--- config.mk ---
export PLATFORM = sky130hd
export DESIGN_NAME = ias_core
export DESIGN_NICKNAME = d
export VERILOG_FILES = /design/src/rtl/ias_pkg.sv /design/src/rtl/ias_core.sv
export SDC_FILE = /design/constraint.sdc
export NUM_CORES = 1
export LEC_CHECK = 0
export BUFFER_PORTS_ARGS = -buffer_cell sky130_fd_sc_hd__buf_2
export CORE_UTILIZATION = 47
export CTS_BUF_LIST = sky130_fd_sc_hd__clkbuf_4
export CTS_CLUSTER_SIZE = 8
export DETAILED_ROUTE_END_ITERATION = 7
export PLACE_DENSITY = 0.71
export SKIP_CTS_REPAIR_TIMING = 1
export SLEW_MARGIN = 10
export SYNTH_ARGS = -nofsm -noshare
export SYNTH_HDL_FRONTEND = slang
export SYNTH_SLANG_ARGS = --single-unit
--- constraint.sdc ---
create_clock -name sys_clk_in -period 4.2 [get_ports sys_clk_in]
set_input_delay 0.42 -clock sys_clk_in [delete_from_list [all_inputs] [get_ports sys_clk_in]]
set_output_delay 0.42 -clock sys_clk_in [all_outputs]
set_load 0.03 [all_outputs]
--- src/rtl/ias_pkg.sv ---
/*
 * Shared constants and types of the indirect addressing and status block:
 * file addresses of the pointer ports and core registers, bit positions,
 * reset values, the bus register map and the ALU operation codes.
 * Assumes a 12-bit data memory address space and an 8-bit data path.
 */
`default_nettype none
package ias_pkg;

   localparam int ADDR_W   = 12;
   localparam int DATA_W   = 8;
   localparam int NUM_PTR  = 3;
   localparam int FLAG_W   = 5;
   localparam int APB_AW   = 8;

   // File addresses: pointer n owns PORT_BASE + PORT_STRIDE*n onward
   localparam logic [11:0] PORT_BASE    = 12'hFE0;
   localparam logic [11:0] PORT_STRIDE  = 12'h008;
   localparam logic [2:0]  OFS_NOCHG    = 3'h0;
   localparam logic [2:0]  OFS_POSTDEC  = 3'h1;
   localparam logic [2:0]  OFS_POSTINC  = 3'h2;
   localparam logic [2:0]  OFS_PREINC   = 3'h3;
   localparam logic [2:0]  OFS_PLUSW    = 3'h4;
   localparam logic [2:0]  OFS_PTR_LO   = 3'h5;
   localparam logic [2:0]  OFS_PTR_HI   = 3'h6;
   localparam logic [11:0] FILE_FLAGS   = 12'hFD8;
   localparam logic [11:0] FILE_WACC    = 12'hFD9;
   localparam logic [11:0] FILE_RESTART = 12'hFDA;

   // Arithmetic flag positions
   localparam int C_BIT  = 0;
   localparam int DC_BIT = 1;
   localparam int Z_BIT  = 2;
   localparam int OV_BIT = 3;
   localparam int N_BIT  = 4;

   // Restart cause flag positions
   localparam int BOR_BIT = 0;
   localparam int POR_BIT = 1;
   localparam int PD_BIT  = 2;
   localparam int TO_BIT  = 3;
   localparam int RI_BIT  = 4;

   localparam logic [4:0]  FLAGS_RST   = 5'h00;
   localparam logic [4:0]  RESTART_RST = 5'h1D;
   localparam logic [7:0]  WACC_RST    = 8'h00;
   localparam logic [11:0] PTR_RST     = 12'h000;

   // Bus register byte offsets
   localparam logic [7:0] REG_FLAGS   = 8'h00;
   localparam logic [7:0] REG_RESTART = 8'h04;
   localparam logic [7:0] REG_WACC    = 8'h08;
   localparam logic [7:0] REG_PTR0    = 8'h0C;
   localparam logic [7:0] REG_LAST    = 8'h20;

   typedef enum logic [2:0] {
      ALU_NONE, ALU_ADD, ALU_SUB, ALU_LOGIC, ALU_ROL, ALU_ROR
   } ias_alu_op_type;

   typedef enum logic [1:0] {TGT_MEM, TGT_NULL, TGT_REG} ias_target_type;

endpackage
`default_nettype wire

--- src/rtl/ias_core.sv ---
/*
 * Indirect addressing unit with the ALU flag register and restart cause
 * flags. The core presents one file access per cycle; port locations are
 * resolved through the pointers, internal registers are served here, a port
 * reached through a pointer is a null target and the rest goes to the data memory one cycle later. Software also reaches the
 * registers over APB. Assumes the memory answers reads combinationally in
 * the cycle mem_valid_out is high, and all inputs are synchronous.
 */
// The placing of the registers and the APB interface to the registers are this design's own decisions.
`timescale 1ns/10ps
`default_nettype none
module ias_core
   import ias_pkg::*;
(
   input  wire logic                 sys_clk_in,
   input  wire logic                 sys_rst_in,
   input  wire logic                 psel_in,
   input  wire logic                 penable_in,
   input  wire logic                 pwrite_in,
   input  wire logic [APB_AW-1:0]    paddr_in,
   input  wire logic [31:0]          pwdata_in,
   output logic      [31:0]          prdata_out,
   output logic                      pready_out,
   output logic                      pslverr_out,
   input  wire logic                 acc_valid_in,
   input  wire logic                 acc_write_in,
   input  wire logic [ADDR_W-1:0]    acc_addr_in,
   input  wire logic [DATA_W-1:0]    acc_wdata_in,
   input  wire ias_alu_op_type       alu_op_in,
   input  wire logic [DATA_W-1:0]    alu_a_in,
   input  wire logic [DATA_W-1:0]    alu_b_in,
   output logic                      acc_done_out,
   output logic      [DATA_W-1:0]    acc_rdata_out,
   output logic      [FLAG_W-1:0]    alu_flags_out,
   output logic                      mem_valid_out,
   output logic                      mem_write_out,
   output logic      [ADDR_W-1:0]    mem_addr_out,
   output logic      [DATA_W-1:0]    mem_wdata_out,
   input  wire logic [DATA_W-1:0]    mem_rdata_in,
   input  wire logic                 brownout_enable_fuse_in,
   input  wire logic                 power_on_event_in,
   input  wire logic                 brownout_event_in,
   input  wire logic                 watchdog_expiry_in,
   input  wire logic                 sleep_entry_in,
   input  wire logic                 watchdog_clear_in,
   input  wire logic                 reset_op_in
);

   typedef struct packed {
      logic [NUM_PTR-1:0][ADDR_W-1:0] data_pointer;
      logic [DATA_W-1:0]              working_accumulator;
      logic [FLAG_W-1:0]              alu_flags;
      logic [FLAG_W-1:0]              restart_source_flags;
      logic [31:0]                    prdata;
      logic                           pready;
      logic                           pslverr;
      logic                           mem_valid;
      logic                           mem_write;
      logic [ADDR_W-1:0]              mem_addr;
      logic [DATA_W-1:0]              mem_wdata;
      logic                           pend;
      logic                           pend_mem_rd;
      logic [DATA_W-1:0]              rd_hold;
      logic                           done;
      logic [DATA_W-1:0]              rdata;
   } ias_state_type;

   ias_state_type s;
   ias_state_type next_s;

   // Pointer group index and location of a file address, valid if in range
   function automatic logic in_ports(input logic [ADDR_W-1:0] a);
      logic [ADDR_W-1:0] d;
      d = a - PORT_BASE;
      return (a >= PORT_BASE) && (d[11:3] < 9'(NUM_PTR));
   endfunction

   function automatic logic is_port(input logic [ADDR_W-1:0] a);
      logic [ADDR_W-1:0] d;
      d = a - PORT_BASE;
      return in_ports(a) && (d[2:0] <= OFS_PLUSW);
   endfunction

   function automatic logic is_reg(input logic [ADDR_W-1:0] a);
      logic [ADDR_W-1:0] d;
      d = a - PORT_BASE;
      return (a == FILE_FLAGS) || (a == FILE_WACC) || (a == FILE_RESTART) ||
             (in_ports(a) && ((d[2:0] == OFS_PTR_LO) || (d[2:0] == OFS_PTR_HI)));
   endfunction

   function automatic logic [DATA_W-1:0] reg_value(input ias_state_type st,
                                                   input logic [ADDR_W-1:0] a);
      logic [ADDR_W-1:0] d;
      logic [ADDR_W-1:0] p;
      d = a - PORT_BASE;
      p = st.data_pointer[d[4:3]];
      if (a == FILE_FLAGS) begin
         return {3'h0, st.alu_flags};
      end else if (a == FILE_WACC) begin
         return st.working_accumulator;
      end else if (a == FILE_RESTART) begin
         return {3'h0, st.restart_source_flags};
      end else if (d[2:0] == OFS_PTR_LO) begin
         return p[7:0];
      end else begin
         return {4'h0, p[11:8]};
      end
   endfunction

   always_comb begin
      logic [ADDR_W-1:0]  d;
      logic [1:0]         grp;
      logic [ADDR_W-1:0]  eff;
      logic [ADDR_W-1:0]  upd;
      logic               step;
      logic [ADDR_W-1:0]  wd;
      logic [1:0]         wgrp;
      ias_target_type     tgt;
      logic [DATA_W-1:0]  res;
      logic [FLAG_W-1:0]  fl;
      logic [8:0]         sum9;
      logic [4:0]         sum5;
      logic               apb_acc;
      logic [7:0]         rofs;
      logic [2:0]         ridx;
      d           = '0;
      grp         = '0;
      eff         = acc_addr_in;
      upd         = '0;
      step        = 1'b0;
      wd          = '0;
      wgrp        = '0;
      tgt         = TGT_MEM;
      res         = acc_wdata_in;
      fl          = s.alu_flags;
      sum9        = '0;
      sum5        = '0;
      rofs        = paddr_in - REG_PTR0;
      ridx        = rofs[5:3];
      apb_acc     = psel_in && penable_in;
      next_s      = s;

      // APB: one wait state, answer registered
      next_s.pready  = apb_acc && !s.pready;
      next_s.pslverr = 1'b0;
      next_s.prdata  = '0;
      if (apb_acc && !s.pready) begin
         next_s.pslverr = (paddr_in[1:0] != 2'h0) || (paddr_in > REG_LAST);
         if (paddr_in == REG_FLAGS) begin
            next_s.prdata = {27'h0, s.alu_flags};
         end else if (paddr_in == REG_RESTART) begin
            next_s.prdata = {27'h0, s.restart_source_flags};
         end else if (paddr_in == REG_WACC) begin
            next_s.prdata = {24'h0, s.working_accumulator};
         end else if (paddr_in >= REG_PTR0 && paddr_in <= REG_LAST) begin
            next_s.prdata = rofs[2] ? {28'h0, s.data_pointer[ridx[1:0]][11:8]}
                                    : {24'h0, s.data_pointer[ridx[1:0]][7:0]};
         end
      end
      if (apb_acc && s.pready && pwrite_in && !s.pslverr) begin
         if (paddr_in == REG_FLAGS) begin
            next_s.alu_flags = pwdata_in[4:0];
         end else if (paddr_in == REG_RESTART) begin
            next_s.restart_source_flags = pwdata_in[4:0];
         end else if (paddr_in == REG_WACC) begin
            next_s.working_accumulator = pwdata_in[7:0];
         end else if (paddr_in >= REG_PTR0 && paddr_in <= REG_LAST) begin
            if (rofs[2]) begin
               next_s.data_pointer[ridx[1:0]][11:8] = pwdata_in[3:0];
            end else begin
               next_s.data_pointer[ridx[1:0]][7:0] = pwdata_in[7:0];
            end
         end
      end

      // Resolve the core access through the pointer ports
      if (is_port(acc_addr_in)) begin
         d   = acc_addr_in - PORT_BASE;
         grp = d[4:3];
         eff = s.data_pointer[grp];
         unique case (d[2:0])
            OFS_POSTDEC: begin
               upd  = eff - 12'h001;
               step = 1'b1;
            end
            OFS_POSTINC: begin
               upd  = eff + 12'h001;
               step = 1'b1;
            end
            OFS_PREINC: begin
               upd  = eff + 12'h001;
               eff  = upd;
               step = 1'b1;
            end
            OFS_PLUSW: begin
               eff = eff + {{4{s.working_accumulator[7]}},
                            s.working_accumulator};
            end
            default: begin
            end
         endcase
      end
      if (is_port(eff)) begin
         tgt = TGT_NULL;
      end else if (is_reg(eff)) begin
         tgt = TGT_REG;
      end

      // Result and flags of a flag-updating write
      unique case (alu_op_in)
         ALU_ADD: begin
            sum9 = {1'b0, alu_a_in} + {1'b0, alu_b_in};
            sum5 = {1'b0, alu_a_in[3:0]} + {1'b0, alu_b_in[3:0]};
            res  = sum9[7:0];
            fl[OV_BIT] = (alu_a_in[7] == alu_b_in[7]) && (res[7] != alu_a_in[7]);
         end
         ALU_SUB: begin
            // Two's complement add: carry set means no borrow
            sum9 = {1'b0, alu_a_in} + {1'b0, ~alu_b_in} + 9'h001;
            sum5 = {1'b0, alu_a_in[3:0]} + {1'b0, ~alu_b_in[3:0]} + 5'h01;
            res  = sum9[7:0];
            fl[OV_BIT] = (alu_a_in[7] != alu_b_in[7]) && (res[7] != alu_a_in[7]);
         end
         ALU_LOGIC: begin
            res = alu_a_in;
         end
         ALU_ROL: begin
            res = {alu_a_in[6:0], s.alu_flags[C_BIT]};
            sum9[8] = alu_a_in[7];
            sum5[4] = alu_a_in[3];
         end
         ALU_ROR: begin
            res = {s.alu_flags[C_BIT], alu_a_in[7:1]};
            sum9[8] = alu_a_in[0];
            sum5[4] = alu_a_in[4];
         end
         ALU_NONE: begin
            res = acc_wdata_in;
         end
         default: begin
            res = acc_wdata_in;
         end
      endcase
      if (alu_op_in != ALU_NONE) begin
         fl[N_BIT] = res[7];
         fl[Z_BIT] = (res == 8'h00);
         if (alu_op_in != ALU_LOGIC) begin
            fl[C_BIT]  = sum9[8];
            fl[DC_BIT] = sum5[4];
         end
      end

      // Pipeline: memory strobe in cycle 1, answer in cycle 2
      next_s.mem_valid   = 1'b0;
      next_s.mem_write   = 1'b0;
      next_s.pend        = acc_valid_in;
      next_s.pend_mem_rd = 1'b0;
      next_s.rd_hold     = 8'h00;
      next_s.done        = s.pend;
      next_s.rdata       = s.pend_mem_rd ? mem_rdata_in : s.rd_hold;

      if (acc_valid_in) begin
         // Steps go to the pointer only; flags stay as they are
         if (step) begin
            next_s.data_pointer[grp] = upd;
         end
         if (acc_write_in) begin
            unique case (tgt)
               TGT_NULL: begin
                  // Nothing stored, flags left alone
               end
               TGT_MEM: begin
                  next_s.mem_valid = 1'b1;
                  next_s.mem_write = 1'b1;
                  next_s.mem_addr  = eff;
                  next_s.mem_wdata = res;
                  next_s.alu_flags = fl;
               end
               TGT_REG: begin
                  wd   = eff - PORT_BASE;
                  wgrp = wd[4:3];
                  if (eff == FILE_FLAGS) begin
                     // Flag-updating ops keep the computed flags
                     next_s.alu_flags = (alu_op_in == ALU_NONE) ? res[4:0] : fl;
                  end else begin
                     next_s.alu_flags = fl;
                     if (eff == FILE_WACC) begin
                        next_s.working_accumulator = res;
                     end else if (eff == FILE_RESTART) begin
                        next_s.restart_source_flags = res[4:0];
                     end else begin
                        if (wd[2:0] == OFS_PTR_LO) begin
                           next_s.data_pointer[wgrp] = {s.data_pointer[wgrp][11:8], res};
                        end else begin
                           next_s.data_pointer[wgrp] = {res[3:0], s.data_pointer[wgrp][7:0]};
                        end
                        // Same pointer stepped: drop the step, keep the write
                        if (step && wgrp != grp) begin
                           next_s.data_pointer[grp] = upd;
                        end
                     end
                  end
               end
               default: begin
               end
            endcase
         end else begin
            unique case (tgt)
               TGT_NULL: begin
                  next_s.rd_hold = 8'h00;
                  next_s.alu_flags[Z_BIT] = 1'b1;
               end
               TGT_REG: begin
                  next_s.rd_hold = reg_value(s, eff);
               end
               TGT_MEM: begin
                  next_s.mem_valid   = 1'b1;
                  next_s.mem_addr    = eff;
                  next_s.pend_mem_rd = 1'b1;
               end
               default: begin
               end
            endcase
         end
      end

      // Restart events last so they win over software writes
      if (watchdog_clear_in) begin
         next_s.restart_source_flags[TO_BIT] = 1'b1;
         next_s.restart_source_flags[PD_BIT] = 1'b1;
      end
      if (sleep_entry_in) begin
         next_s.restart_source_flags[TO_BIT] = 1'b1;
         next_s.restart_source_flags[PD_BIT] = 1'b0;
      end
      if (watchdog_expiry_in) begin
         next_s.restart_source_flags[TO_BIT] = 1'b0;
      end
      if (reset_op_in) begin
         next_s.restart_source_flags[RI_BIT] = 1'b0;
      end
      if (power_on_event_in) begin
         next_s.restart_source_flags = RESTART_RST;
         next_s.restart_source_flags[POR_BIT] = 1'b0;
         // Without the fuse the brown-out flag is simply left as it was
         next_s.restart_source_flags[BOR_BIT] = brownout_enable_fuse_in ? 1'b1
                                                : s.restart_source_flags[BOR_BIT];
      end
      if (brownout_event_in && brownout_enable_fuse_in) begin
         next_s.restart_source_flags[BOR_BIT] = 1'b0;
      end
   end

   always_ff @(posedge sys_clk_in) begin
      if (sys_rst_in) begin
         s                      <= '0;
         s.data_pointer         <= {NUM_PTR{PTR_RST}};
         s.working_accumulator  <= WACC_RST;
         s.alu_flags            <= FLAGS_RST;
         s.restart_source_flags <= RESTART_RST;
      end else begin
         s <= next_s;
      end
   end

   assign prdata_out    = s.prdata;
   assign pready_out    = s.pready;
   assign pslverr_out   = s.pslverr;
   assign acc_done_out  = s.done;
   assign acc_rdata_out = s.rdata;
   assign alu_flags_out = s.alu_flags;
   assign mem_valid_out = s.mem_valid;
   assign mem_write_out = s.mem_write;
   assign mem_addr_out  = s.mem_addr;
   assign mem_wdata_out = s.mem_wdata;

endmodule
`default_nettype wire

==> flow_metrics.py <==
metrics = {
    "drt": {
        "postRouteWirelength_um": 53600,
        "final_antenna_net_count": 0,
        "drt_iter0_drc": 1731,
        "wl_per_cell_um": 25.5,
        "vias_per_cell": 6.60,
        "vias": 13900,
        "number_of_remaining_drc_errors": 0,
        "drt-pass1-iter-count": 8,
    },
    "global_routing": {
        "residual_overflow_from_global_routing": 0,
        "globalRouteTotalUtil_pct": 43.4,
        "wire_length_of_the_first_global_routing_pass_um": 78300,
        "vias_in_the_first_global_route": 12800,
        "use_met2_pct": 67.5,
        "grtUsageMet3_pct": 10.4,
        "groute.layer.met1.usage_pct": 55.0,
        "grt_max_degree": 47,
        "grt_busiest_layer": "met2",
        "antenna_found_initial": 2,
    },
    "logic_synthesis": {
        "yosysTopAreaCellShare_pct": 18.9,
        "synth_edf_count": 0,
        "synth_flop_cell": "sky130_fd_sc_hd__dfxtp_1",
        "synth_top_cell_by_area": "sky130_fd_sc_hd__dfxtp_1",
        "ys_types": 105,
        "syn-mean-instance-area_sq_um": 7.36,
        "synthesized_cell_area_sq_um": 11100,
        "synth_seq_area_share_pct": 18.9,
        "ys_seq_elements": 105,
        "gate_count_after_technology_mapping": 1508,
        "async_flop_share_pct": 0,
        "synth-warning-count": 0,
        "ys_top_cells_by_area": "sky130_fd_sc_hd__dfxtp_1, sky130_fd_sc_hd__mux2i_1, sky130_fd_sc_hd__a21oi_1, sky130_fd_sc_hd__nor2_1, sky130_fd_sc_hd__buf_4",
    },
    "hold_path": {
        "worstHoldPathType": "primary input to flop",
    },
    "place": {
        "place_ws_ns": -0.635,
        "place.port_buffers": 122,
        "placedCellCount": 2080,
        "gp_congestion": 1.07,
        "placement.cell_area_sq_um": 13400,
        "dpl_wire_length_um": 41800,
    },
    "timing": {
        "timing.final.crit_period_ns": 4.14,
        "timing_worst_slew_pin_value_ns": 1.02,
        "drv_slew": 0,
        "fin_crit_sh_pct": 98.7,
        "rsz0062_at_grt": "true",
        "tns_ns": 0,
        "finalSetupViolCount": 0,
        "timing_hold_violations_final": 0,
        "timing.clock.skew_ns": 0.0495,
        "final.hold.worst_slack_ns": 0.0751,
        "slew-limit-headroom_pct": 31.6,
        "timing.final.ws_setup_ns": 0.0558,
        "clock.fmax_mhz": 241,
    },
    "worst_setup_path": {
        "crit_fanout": 4,
        "critical_path.endpoint_type": "flop",
        "ff2ff_setup_slack_ns": 0.06,
        "crit_path_start_kind": "flop",
        "worstPathCellList": "mux2i_2 -> a2bb2oi_4 -> inv_2 -> ha_1 -> buf_4 -> nand3_1 -> buf_4 -> and4_1 -> a211oi_4 -> o31ai_2 -> buf_4 -> o31ai_1 -> nand2_1 -> buf_4 -> a2111oi_0 -> a211oi_1",
        "crit_arrival_ns": 4.54,
        "cp.buffers_inverters": 5,
        "worst_ep_required_time_ns": 4.59,
        "critical_path.slowest_cell": "sky130_fd_sc_hd__o31ai_1",
        "cp_common_cell": "sky130_fd_sc_hd__buf_4",
        "critical_path.max_stage_delay_ns": 0.55,
        "worst_setup_path_type": "flop to flop",
        "crit_family": "compound AO/OA/AOI/OAI gates",
    },
    "power": {
        "total_switching_power_mw": 1.04,
        "power.share.combinational_pct": 33.8,
        "p_sw_share_pct": 38.5,
        "peakVddDrop_uv": 139,
        "power_leakage_nw": 5.87,
        "power.clock.fraction_pct": 27.1,
        "power_report.internal_total_mw": 1.66,
        "seq_power_share_pct": 39.1,
        "power_density_nw_per_um2": 193,
    },
    "floorplan": {
        "dieArea_sq_um": 24200,
        "die_h_um": 156,
        "initial_utilization_pct": 48.4,
        "fp.dieW_um": 156,
        "design.core.area_sq_um": 22900,
        "i_o_pins": 171,
        "placementRows": 55,
    },
    "clock_tree": {
        "clkTransAtPathRegs_ns": 0.21,
        "cts-buffers-inserted": 9,
        "tritoncts": "done",
        "clock-sinks": 105,
        "clk-insertion-delay-late_ns": 0.53,
        "h-tree-depth": 3,
        "maximum_count_of_clock_buffers_along_a_single_path": 2,
        "root_buffer": "sky130_fd_sc_hd__clkbuf_4",
    },
    "flow_run": {
        "count_of_maximum_capacitance_violations": 0,
    },
    "cells_and_area": {
        "final_layout_size_suffix_gt1_share_pct": 31.0,
        "mostFrequentLayoutCell": "sky130_fd_sc_hd__buf_4",
        "final_cells": 2104,
        "design_area_sq_um": 14000,
        "multi_input_comb_area_sq_um": 8200,
        "nNetsFinal": 1924,
        "fillers": 2221,
        "p_r_area_growth_vs_syn_pct": 25.8,
        "register_area_sq_um": 2110,
        "final_cell_mix": "sky130_fd_sc_hd__buf_4, sky130_fd_sc_hd__nor2_1, sky130_fd_sc_hd__nand2_1, sky130_fd_sc_hd__a21oi_1, sky130_fd_sc_hd__buf_2",
    },
    "run_status": {
        "run_status": "complete, no violations",
    },
}
power groups by stage:
stage	Sequential, mW	Combinational, mW	Clock, mW
finish	1.05	0.912	0.731
global route	1.05	0.957	0.759
CTS	1.05	0.863	0.724
detailed placement	1.07	0.860	0
global placement	1.07	0.853	0
floorplan	1.06	0.543	0
flip-flops by register name, summed over array words and instances, names as in the netlist:
name and count:
acc_rdata_out 8, mem_valid_out 1, s 58, pready_out 1, acc_done_out 1, mem_addr_out 12, prdata_out 8, alu_flags_out 5
mem_wdata_out 8, mem_write_out 1, pslverr_out 1, next_s 1
kinds of logic (layout without fill, tap and decap cells):
kind of cell    count (synthesis)  after routing  share of synthesized area [%]
compound gates                472            472                           29.5
xor+xnor                       12             12                          0.948
fa+ha+maj                      39             39                           4.60
buf+inv                       217            475                           10.5
flops                         105            105                           18.9
mux                           119            119                           11.1
other cells                     1             26                         0.0338
simple gates                  543            543                           24.3
final timing paths:
path,cells after the start,start,endpoint
hold reg to reg,1,next_s[8]$_SDFF_PP0_,acc_done_out$_SDFF_PP0_
hold / removal,2,reset_op_in,s[79]$_SDFF_PP1_
setup reg to reg,16,s[95]$_SDFF_PP0_,s[121]$_SDFF_PP0_
setup / recovery,16,s[95]$_SDFF_PP0_,s[121]$_SDFF_PP0_
synthesized netlist by cell type, types with 7 or more instances:
library cell	count
sky130_fd_sc_hd__nor2_1	156
sky130_fd_sc_hd__nand2_1	135
sky130_fd_sc_hd__a21oi_1	127
sky130_fd_sc_hd__dfxtp_1	105
sky130_fd_sc_hd__mux2i_1	87
sky130_fd_sc_hd__o21ai_0	83
sky130_fd_sc_hd__buf_4	68
sky130_fd_sc_hd__clkbuf_1	65
sky130_fd_sc_hd__nand3_1	51
sky130_fd_sc_hd__nor3_1	49
sky130_fd_sc_hd__inv_1	37
sky130_fd_sc_hd__ha_1	36
sky130_fd_sc_hd__mux2_2	30
sky130_fd_sc_hd__a211oi_1	29
sky130_fd_sc_hd__nor4_1	22
sky130_fd_sc_hd__o22ai_1	19
sky130_fd_sc_hd__a31oi_1	18
sky130_fd_sc_hd__or3_1	17
sky130_fd_sc_hd__a22oi_1	16
sky130_fd_sc_hd__nand4_1	16
sky130_fd_sc_hd__buf_2	15
sky130_fd_sc_hd__nand2b_1	15
sky130_fd_sc_hd__nor2b_1	15
sky130_fd_sc_hd__o211ai_1	13
sky130_fd_sc_hd__a221oi_1	11
sky130_fd_sc_hd__and3_1	11
sky130_fd_sc_hd__o21a_1	11
sky130_fd_sc_hd__inv_2	10
sky130_fd_sc_hd__a2bb2oi_1	9
sky130_fd_sc_hd__a311oi_1	9
sky130_fd_sc_hd__buf_1	9
sky130_fd_sc_hd__o2bb2ai_1	9
sky130_fd_sc_hd__o31ai_1	9
sky130_fd_sc_hd__xnor2_1	9
sky130_fd_sc_hd__a22o_1	8
sky130_fd_sc_hd__buf_6	8
sky130_fd_sc_hd__o31a_1	8
sky130_fd_sc_hd__a221o_1	7
sky130_fd_sc_hd__a32oi_1	7
sky130_fd_sc_hd__and2_1	7
sky130_fd_sc_hd__nand3b_1	7
through the flow:
stage,utilization (%),total power [mW]
finish,60.9,2.70
global route,60.9,2.77
CTS,59.5,2.64
detailed placement,58.6,1.93
global placement,58.6,1.92
floorplan,-,1.61
layer usage:
metal / share of wire, % / wire length [um]
met2: 43 / 22900
met1: 38 / 20600
met5: 0 / 0
met3: 12 / 6560
met4: 6.6 / 3550
layout make-up:
type,count,area share [%]
clock inverter,7,0.950
antenna,2,0.0359
inverter,49,1.35
tap,313,2.81
sequential,105,15.1
clock buffer,9,0.484
timing repair buffer,410,20.5
multi-input combinational,1209,58.7
No activity file was read; power rests on OpenSTA's default activity.
